==> src/jms_map.svh <==
// Jog mode sequencer: parameter addresses, field positions, resets, limits, timing.
// Assumes 16-bit parameter words addressed by their fieldbus parameter number.
`ifndef JMS_MAP_SVH
`define JMS_MAP_SVH

// Parameter addresses
`define JMS_ADDR_MODE_SELECT 16'h1B06
`define JMS_ADDR_ACTIVE_MODE 16'h1B08
`define JMS_ADDR_JOG_REQUEST 16'h1B12
`define JMS_ADDR_SLOW_SPEED 16'h2908
`define JMS_ADDR_FAST_SPEED 16'h290A
`define JMS_ADDR_STEP_DIST_HI 16'h290E
`define JMS_ADDR_STEP_DIST_LO 16'h290F
`define JMS_ADDR_WAIT_TIME 16'h2910

// Reset values
`define JMS_RST_MODE 16'h0000
`define JMS_RST_JOG_REQUEST 16'h0000
`define JMS_RST_SLOW_SPEED 16'h003C
`define JMS_RST_FAST_SPEED 16'h00B4
`define JMS_RST_STEP_DIST 32'h0000_0014
`define JMS_RST_WAIT_TIME 16'h01F4

// Mode codes and field positions
`define JMS_MODE_JOG 16'hFFFF
`define JMS_JOG_POS_BIT 0
`define JMS_JOG_NEG_BIT 1
`define JMS_JOG_FAST_BIT 2
`define JMS_JOG_REQ_MASK 16'h0007
`define JMS_STATUS_END_BIT 14

// Limits
`define JMS_SPEED_MIN 16'h0001
`define JMS_SPEED_MAX 16'h0BB8
`define JMS_WAIT_MIN 16'h0001
`define JMS_WAIT_MAX 16'h7FFF

// Timing
`define JMS_CLK_PERIOD_NS 100
`define JMS_MS_NS 1000000
`define JMS_MS_CYCLES (`JMS_MS_NS / `JMS_CLK_PERIOD_NS)

`endif

==> src/jms_pkg.sv <==
// Jog mode sequencer types.
// Assumes nothing of its surroundings.
package jms_pkg;

  typedef enum logic [2:0] {
    JMS_IDLE = 3'b000,
    JMS_STEP = 3'b001,
    JMS_CONT = 3'b010,
    JMS_STOP = 3'b011
  } jms_state_t;

  typedef logic signed [15:0] jms_mode_t;

endpackage

==> src/jms_sequencer.sv <==
// Jog mode sequencer: mode switching, active mode indication and jog motion.
// Assumes parameter accesses and motion feedback come from logic on clk_sys.
// What this block does
// - Active mode is reported read-only, signed 16 bits, same coding as mode select.
// - Request first moves the jog distance; held past wait time, runs continuously.
// - Motor position at the request is the start position; user units throughout.
// - Positive and negative requests together give no motor movement.
// - Zero jog distance starts continuous run at once, ignoring the wait time.
// - Request word: bit 0 positive, bit 1 negative, bit 2 fast; resets to zero.
// - Slow and fast speeds 1..3000, defaults 60 and 180, clamped to ramp maximum.
// - Jog distance is signed 32 bits, 0..2147483647, default 20.
// - Wait time 1..32767 ms, default 500, used only with nonzero distance.
// - Jog ends at standstill with no direction, or on halt or error.
// - Status bit 14 is set when the mode is complete and the motor stands still.
`timescale 1ns/100ps
`default_nettype none
`include "jms_map.svh"

module jms_sequencer #(
  parameter int unsigned MS_CYCLES = `JMS_MS_CYCLES
) (
  // Clock and reset
  input wire logic clk_sys,
  input wire logic rst,
  // Parameter access
  input wire logic [15:0] par_addr,
  input wire logic par_wr,
  input wire logic par_rd,
  input wire logic [15:0] par_wdata,
  output logic [15:0] par_rdata,
  output logic par_ack,
  // Drive feedback
  input wire logic signed [31:0] motor_pos,
  input wire logic motor_standstill,
  input wire logic halt,
  input wire logic fault,
  input wire logic [15:0] max_ramp_speed,
  // Motion commands
  output logic signed [31:0] step_target,
  output logic step_go,
  output logic run_enable,
  output logic run_negative,
  output logic [15:0] run_speed,
  // Status
  output logic [15:0] status_word
);
  import jms_pkg::*;

  jms_mode_t mode_select_q;
  jms_mode_t active_mode_q;
  logic [15:0] jog_request_q;
  logic [15:0] slow_speed_q;
  logic [15:0] fast_speed_q;
  logic [31:0] step_dist_q;
  logic [15:0] wait_time_q;
  logic [15:0] rdata_q;
  logic ack_q;
  jms_state_t state_q;
  jms_state_t state_d;
  logic signed [31:0] target_q;
  logic go_q;
  logic run_q;
  logic neg_q;
  logic [15:0] speed_q;
  logic timer_start;
  logic wait_expired;
  logic req_pos;
  logic req_neg;
  logic req_one;
  logic req_none;
  logic jog_mode;
  logic abort;
  logic [15:0] sel_speed;
  logic [15:0] lim_speed;

  // Register writes; out-of-range speeds and wait times are not taken
  always_ff @(posedge clk_sys) begin
    if (rst) begin
      mode_select_q <= jms_mode_t'(`JMS_RST_MODE);
      jog_request_q <= `JMS_RST_JOG_REQUEST;
      slow_speed_q <= `JMS_RST_SLOW_SPEED;
      fast_speed_q <= `JMS_RST_FAST_SPEED;
      step_dist_q <= `JMS_RST_STEP_DIST;
      wait_time_q <= `JMS_RST_WAIT_TIME;
    end else if (par_wr) begin
      unique case (par_addr)
        `JMS_ADDR_MODE_SELECT: mode_select_q <= jms_mode_t'(par_wdata);
        `JMS_ADDR_JOG_REQUEST: jog_request_q <= par_wdata & `JMS_JOG_REQ_MASK;
        `JMS_ADDR_SLOW_SPEED: begin
          if (par_wdata >= `JMS_SPEED_MIN && par_wdata <= `JMS_SPEED_MAX) begin
            slow_speed_q <= par_wdata;
          end
        end
        `JMS_ADDR_FAST_SPEED: begin
          if (par_wdata >= `JMS_SPEED_MIN && par_wdata <= `JMS_SPEED_MAX) begin
            fast_speed_q <= par_wdata;
          end
        end
        // Sign bit forced clear keeps the distance non-negative
        `JMS_ADDR_STEP_DIST_HI: step_dist_q[31:16] <= {1'b0, par_wdata[14:0]};
        `JMS_ADDR_STEP_DIST_LO: step_dist_q[15:0] <= par_wdata;
        `JMS_ADDR_WAIT_TIME: begin
          if (par_wdata >= `JMS_WAIT_MIN && par_wdata <= `JMS_WAIT_MAX) begin
            wait_time_q <= par_wdata;
          end
        end
        default: ;
      endcase
    end
  end

  // Registered read answer, one cycle after the strobe; unmapped reads give zero
  always_ff @(posedge clk_sys) begin
    if (rst) begin
      rdata_q <= 16'h0000;
      ack_q <= 1'b0;
    end else begin
      ack_q <= par_rd || par_wr;
      if (par_rd) begin
        unique case (par_addr)
          `JMS_ADDR_MODE_SELECT: rdata_q <= mode_select_q;
          `JMS_ADDR_ACTIVE_MODE: rdata_q <= active_mode_q;
          `JMS_ADDR_JOG_REQUEST: rdata_q <= jog_request_q;
          `JMS_ADDR_SLOW_SPEED: rdata_q <= slow_speed_q;
          `JMS_ADDR_FAST_SPEED: rdata_q <= fast_speed_q;
          `JMS_ADDR_STEP_DIST_HI: rdata_q <= step_dist_q[31:16];
          `JMS_ADDR_STEP_DIST_LO: rdata_q <= step_dist_q[15:0];
          `JMS_ADDR_WAIT_TIME: rdata_q <= wait_time_q;
          default: rdata_q <= 16'h0000;
        endcase
      end
    end
  end

  // The selected mode becomes active only once the drive is idle and stopped
  always_ff @(posedge clk_sys) begin
    if (rst) begin
      active_mode_q <= jms_mode_t'(`JMS_RST_MODE);
    end else if (state_q == JMS_IDLE && motor_standstill) begin
      active_mode_q <= mode_select_q;
    end
  end

  assign jog_mode = (active_mode_q == jms_mode_t'(`JMS_MODE_JOG));
  assign req_pos = jog_request_q[`JMS_JOG_POS_BIT];
  assign req_neg = jog_request_q[`JMS_JOG_NEG_BIT];
  assign req_one = req_pos ^ req_neg;
  assign req_none = !req_one;
  assign abort = halt || fault || !jog_mode;

  // Speed choice limited to the ramp maximum
  assign sel_speed = jog_request_q[`JMS_JOG_FAST_BIT] ? fast_speed_q : slow_speed_q;
  assign lim_speed = (sel_speed > max_ramp_speed) ? max_ramp_speed : sel_speed;

  always_comb begin
    state_d = state_q;
    timer_start = 1'b0;
    unique case (state_q)
      JMS_IDLE: begin
        if (!abort && req_one) begin
          if (step_dist_q == 32'h0000_0000) begin
            state_d = JMS_CONT;
          end else begin
            state_d = JMS_STEP;
            timer_start = 1'b1;
          end
        end
      end
      JMS_STEP: begin
        if (abort || req_none) begin
          state_d = JMS_STOP;
        end else if (wait_expired) begin
          state_d = JMS_CONT;
        end
      end
      JMS_CONT: begin
        if (abort || req_none) begin
          state_d = JMS_STOP;
        end
      end
      JMS_STOP: begin
        if (motor_standstill) begin
          state_d = JMS_IDLE;
        end
      end
      default: state_d = JMS_IDLE;
    endcase
  end

  always_ff @(posedge clk_sys) begin
    if (rst) begin
      state_q <= JMS_IDLE;
    end else begin
      state_q <= state_d;
    end
  end

  // Step target taken from the motor position at the request
  always_ff @(posedge clk_sys) begin
    if (rst) begin
      target_q <= 32'sh0000_0000;
      go_q <= 1'b0;
    end else begin
      go_q <= timer_start;
      if (timer_start) begin
        target_q <= req_neg ? motor_pos - $signed(step_dist_q)
                            : motor_pos + $signed(step_dist_q);
      end
    end
  end

  // Continuous run command; dropped in the stop state so the drive ramps down
  always_ff @(posedge clk_sys) begin
    if (rst) begin
      run_q <= 1'b0;
      neg_q <= 1'b0;
      speed_q <= 16'h0000;
    end else begin
      run_q <= (state_d == JMS_CONT);
      if (state_q == JMS_IDLE && state_d != JMS_IDLE) begin
        neg_q <= req_neg;
      end
      speed_q <= lim_speed;
    end
  end

  jms_wait_timer #(
    .MS_CYCLES(MS_CYCLES)
  ) u_wait (
    .clk_sys(clk_sys),
    .rst(rst),
    .start(timer_start),
    .wait_ms(wait_time_q),
    .expired(wait_expired)
  );

  always_ff @(posedge clk_sys) begin
    if (rst) begin
      status_word <= 16'h0000;
    end else begin
      status_word <= 16'h0000;
      // Not reported in the cycle in which a new jog leaves idle
      status_word[`JMS_STATUS_END_BIT] <= (state_q == JMS_IDLE) && (state_d == JMS_IDLE)
                                          && motor_standstill;
    end
  end

  assign par_rdata = rdata_q;
  assign par_ack = ack_q;
  assign step_target = target_q;
  assign step_go = go_q;
  assign run_enable = run_q;
  assign run_negative = neg_q;
  assign run_speed = speed_q;

endmodule // jms_sequencer
`default_nettype wire

==> src/jms_wait_timer.sv <==
// Millisecond wait timer for the jog sequencer.
// Assumes a single clock; start is a one-cycle pulse from the same domain.
`timescale 1ns/100ps
`default_nettype none
`include "jms_map.svh"

module jms_wait_timer #(
  parameter int unsigned MS_CYCLES = `JMS_MS_CYCLES
) (
  // Clock and reset
  input wire logic clk_sys,
  input wire logic rst,
  // Control
  input wire logic start,
  input wire logic [15:0] wait_ms,
  // Result
  output logic expired
);
  import jms_pkg::*;

  logic [31:0] pre_q;
  logic tick;
  logic [15:0] ms_q;
  logic run_q;
  logic done_q;

  // One-cycle enable every millisecond, restarted with the timer
  assign tick = run_q && (pre_q == 32'(MS_CYCLES - 1));

  always_ff @(posedge clk_sys) begin
    if (rst || start || tick) begin
      pre_q <= 32'h0000_0000;
    end else if (run_q) begin
      pre_q <= pre_q + 32'h0000_0001;
    end
  end

  always_ff @(posedge clk_sys) begin
    if (rst) begin
      ms_q <= 16'h0000;
      run_q <= 1'b0;
      done_q <= 1'b0;
    end else if (start) begin
      ms_q <= wait_ms;
      run_q <= 1'b1;
      done_q <= 1'b0;
    end else if (tick) begin
      ms_q <= ms_q - 16'h0001;
      if (ms_q == 16'h0001) begin
        run_q <= 1'b0;
        done_q <= 1'b1;
      end
    end
  end

  assign expired = done_q;

endmodule // jms_wait_timer
`default_nettype wire

==> config.mk <==
export PLATFORM = sky130hd
export DESIGN_NAME = jms_sequencer
export DESIGN_NICKNAME = d
export VERILOG_FILES = /design/src/jms_pkg.sv /design/src/jms_sequencer.sv /design/src/jms_wait_timer.sv
export VERILOG_INCLUDE_DIRS = /design/src /design/src/src
export SDC_FILE = /design/constraint.sdc
export NUM_CORES = 1
export LEC_CHECK = 0
export ABC_AREA = 0
export BUFFER_PORTS_ARGS = -buffer_cell sky130_fd_sc_hd__clkbuf_2
export CAP_MARGIN = 20
export CORE_ASPECT_RATIO = 1.2
export CORE_MARGIN = 10
export CORE_UTILIZATION = 65
export CTS_BUF_LIST = sky130_fd_sc_hd__clkbuf_8
export DETAILED_ROUTE_END_ITERATION = 7
export HOLD_SLACK_MARGIN = 0.1
export PLACE_DENSITY = 0.89
export SLEW_MARGIN = 25
export SYNTH_ARGS = -nofsm -noshare
export SYNTH_HDL_FRONTEND = slang
export SYNTH_SLANG_ARGS = --single-unit
==> constraint.sdc <==
create_clock -name clk_sys -period 10.4 [get_ports clk_sys]
set_clock_uncertainty 0.15 [all_clocks]
set_input_delay 2.08 -clock clk_sys [delete_from_list [all_inputs] [get_ports clk_sys]]
set_output_delay 2.08 -clock clk_sys [all_outputs]
set_load 0.01 [all_outputs]
==> qor.yml <==
finish:
  nNetsFinal: 1832
  drive_gt1_share_pct: 14.83
  nFillCells: 1416
  insertedDiodeCount: 0
  syn_to_final_growth_pct: 12.77
  final_cell_mix: "236 x dfxtp_1, 224 x nand2_1, 183 x nor2_1"
  postLayoutCoreUtil_pct: 74.79
  layout_commonest_cell: "dfxtp_1"
sta:
  fmax_ghz: 0.2100
  finalCritPeriodShare_pct: 45.78
  tns_ns: 0
  min_period_ns: 4.761
  fin_ws_ns: 5.639
  rsz0062_at_grt: "false"
  final-setup-viol-count: 0
  slew_violations: 0
  maxSlewHeadroom_pct: 31.64
  worstMarginPinSlew_ns: 1.025
  hold_violations: 0
floorplan:
  fp.dieW_um: 146.9
  die_height_um: 172.2
  io_pins: 171
  core_area_sq_mm: 0.01892
  start_util_pct: 66.32
  die-area_sq_mm: 0.02529
  rows: 55
detailed_routing:
  vias_per_cell: 6.101
  dr_total_vias: 12060
  wl_mm: 37.60
  drtIter0Drc: 1243
  dr.pass1.iters: 8
  drt-wirelength-per-cell_um: 19.03
  drc: 4
  drtAntennaViolNets: 0
placement:
  hpwl_mm: 27.11
  gp_congestion: 0.9870
  post-place-ws_ns: 5.131
  io_buffers: 155
setup_path:
  crit_chain: "or4_1 -> nor4bb_1 -> and2_1 -> a21oi_1 -> xnor2_1 -> ha_1 -> a21oi_1 -> o41ai_1 -> a31oi_1 -> o21ai_0 -> o41ai_1 -> o21ai_0 -> and4b_1 -> a21oi_1 -> o22ai_1"
  path_max_fanout: 7
  critPathBufInv: 0
  slowest_delay_ns: 0.60
  critPathSlowestCell: "or4_1"
  critPathMostFrequentCell: "a21oi_1"
  reg2reg_slack_ns: 5.64
  arrival_ns: 5.00
  critPathKind: "flip-flop to flip-flop"
  cp.required_ns: 10.64
  endpoint_kind: "flip-flop"
  crit_family: "compound AO/OA/AOI/OAI gates"
  startpoint_type: "flip-flop"
clock_network:
  hold_buffers: 0
  cts_tree: "built"
  cts_sinks: 236
  clk_latency_ns: 0.55
  numCtsBuffers: 40
  clkTransAtPathRegs_ns: 0.06
  htree_num_levels: 2
  cts-resized-gates: 0
  ctsRootBufferMaster: "clkbuf_8"
  cts_buffer_depth: 3
  cts_setup_buffers: 0
power_and_ir_drop:
  power_switching_share_pct: 23.96
  seqPwrFrac_pct: 48.5
  power_frac_clock_pct: 46.2
  switchingPower_w: 0.0004477
  power_leakage_nw: 5.868
  p_per_area_mw_per_mm2: 132.0
  peakVddDrop_uv: 99.13
  intPower_w: 0.001421
  comb_power_share_pct: 5.3
global_routing:
  grt_max_degree: 96
  grt_use_total_pct: 28.65
  grt_antenna_before_repair: 0
  first_global_vias: 11850
  met2_usage_pct: 47.05
  grt_overflow: 0
  grt_use_met3_pct: 7.817
  grt_use_met1_pct: 32.97
  gr-max-usage-layer: "met2"
  grt_pass1_wl_mm: 59.80
outcome:
  status: "finished with violations"
  violations: "design-rule violations"
logic_synthesis:
  synth_edf_count: 0
  synth_seq_area_share_pct: 37.64
  netlist_area_sq_mm: 0.01255
  ys_warn_count: 0
  yosys.cell_types.count: 65
  synthCells: 1579
  synthTopCellsByArea: "dfxtp_1 38%, a21oi_1 6.8%, nand2_1 6.7%"
  synthArstFlopShare_pct: 0
  avgSynthCellArea_sq_um: 7.949
  yosysTopAreaCell: "dfxtp_1"
  synth_top_cell_area_share_pct: 37.64
  ys.flop_type: "dfxtp_1"
  synth_seq_cells: 236
worst_hold_path:
  hold_class: "flip-flop to flip-flop"
flow_run:
  maxCapViolCount: 0
## synth_stat cells, types with 3 or more instances
library cell and instances:
o31ai_1 5, o21a_1 5, xnor2_1 66, a22oi_1 16, nor2b_1 24, clkbuf_1 80
dfxtp_1 236, a21o_1 18, buf_4 16, nand2b_1 7, nor3_1 46, o21bai_1 7
a31oi_1 10, a21oi_1 170, and4_1 4, nand3b_1 3, xor2_1 33, nand2_1 225
nor2_1 183, o41ai_1 3, a222oi_1 25, nand3_1 63, o22ai_1 3, and3_1 13
mux2i_1 43, mux2_2 15, nand4_1 14, or4_1 9, a211oi_1 22, or3_1 3
a311oi_1 3, or2_2 3, ha_1 51, inv_1 41, nor3b_1 5, and2_1 17
a211o_1 5, nor4_1 16, buf_1 8, buf_2 4, o21ai_0 29
## logic make-up (layout without fill, tap and decap cells)
logic type,after synthesis,count (layout),share of synthesized area [%]
simple gates,649,649,23.73
compound gates,334,334,16.61
flops,236,236,37.64
buf+inv,150,276,5.064
xor+xnor,99,99,6.909
mux,58,58,4.775
fa+ha+maj,52,52,5.244
other cells,1,16,0.02988
## worst paths after layout
| kind | start | end | cells past startpoint |
|---|---|---|---|
| max | step_dist_q[6] | step_target[30] | 15 |
| min | step_target[17] | step_target[17] | 2 |
| max reg2reg | step_dist_q[6] | step_target[30] | 15 |
| min reg2reg | step_target[17] | step_target[17] | 2 |
## layout make-up
| type | instances | area [sq um] | share of cell area [%] |
|---|---|---|---|
| flip-flops and latches | 236 | 4725 | 33.38 |
| clock buffers | 50 | 688.2 | 4.862 |
| inverters | 41 | 153.9 | 1.087 |
| multi-input cells | 1208 | 7267 | 51.34 |
| well taps | 256 | 320.3 | 2.263 |
| repair buffers | 166 | 860.8 | 6.082 |
| clock inverters | 19 | 138.9 | 0.9813 |
## registers in the layout (all words and copies together), names as in the netlist, 3 cells and up
| register | count |
|---|---|
| state_q | 3 |
| slow_speed_q | 16 |
| wait_time_q | 16 |
| u_wait.ms_q | 16 |
| jog_request_q | 3 |
| step_target | 32 |
| u_wait.pre_q | 32 |
| active_mode_q | 16 |
| fast_speed_q | 16 |
| par_rdata | 16 |
| mode_select_q | 16 |
| step_dist_q | 31 |
| run_speed | 16 |
## worst reg2reg max path, cell delays in order (launching register included)
cell and delay, ns:
dfxtp_1 0.41, or4_1 0.60, nor4bb_1 0.53, and2_1 0.30
a21oi_1 0.11, xnor2_1 0.23, ha_1 0.35, a21oi_1 0.28
o41ai_1 0.14, a31oi_1 0.16, o21ai_0 0.14, o41ai_1 0.50
o21ai_0 0.26, and4b_1 0.24, a21oi_1 0.11, o22ai_1 0.08
## metal layers
layer	part of all wire (%)	up-vias
met2	45	686
met1	38	5490
li1	-	5728
met4	5.8	0
met5	0	-
met3	11	151
## power groups by stage
stage	Combinational (W)	Clock (W)	Sequential [W]
2_1_floorplan	0.0000610	0	0.000927
3_3_place_gp	0.0000940	0	0.000926
3_5_place_dp	0.0000959	0	0.000926
4_1_cts	0.0000964	0.000868	0.000906
5_1_grt	0.000107	0.000909	0.000906
6_report	0.0000997	0.000862	0.000906
## metrics by stage
stage                     hold slack (ns)  power [W]  cells  instance area, sq um
after floorplan                    0.2941  0.0009876   1594                 12610
after global placement             0.2874   0.001020   1907                 13320
after detailed placement           0.2952   0.001022   1907                 13320
after CTS                          0.3025   0.001871   1976                 14150
after global routing               0.3233   0.001923   1976                 14150
final                              0.3008   0.001868   1976                 14150
Note: power is estimated with default switching activity, not from simulation.
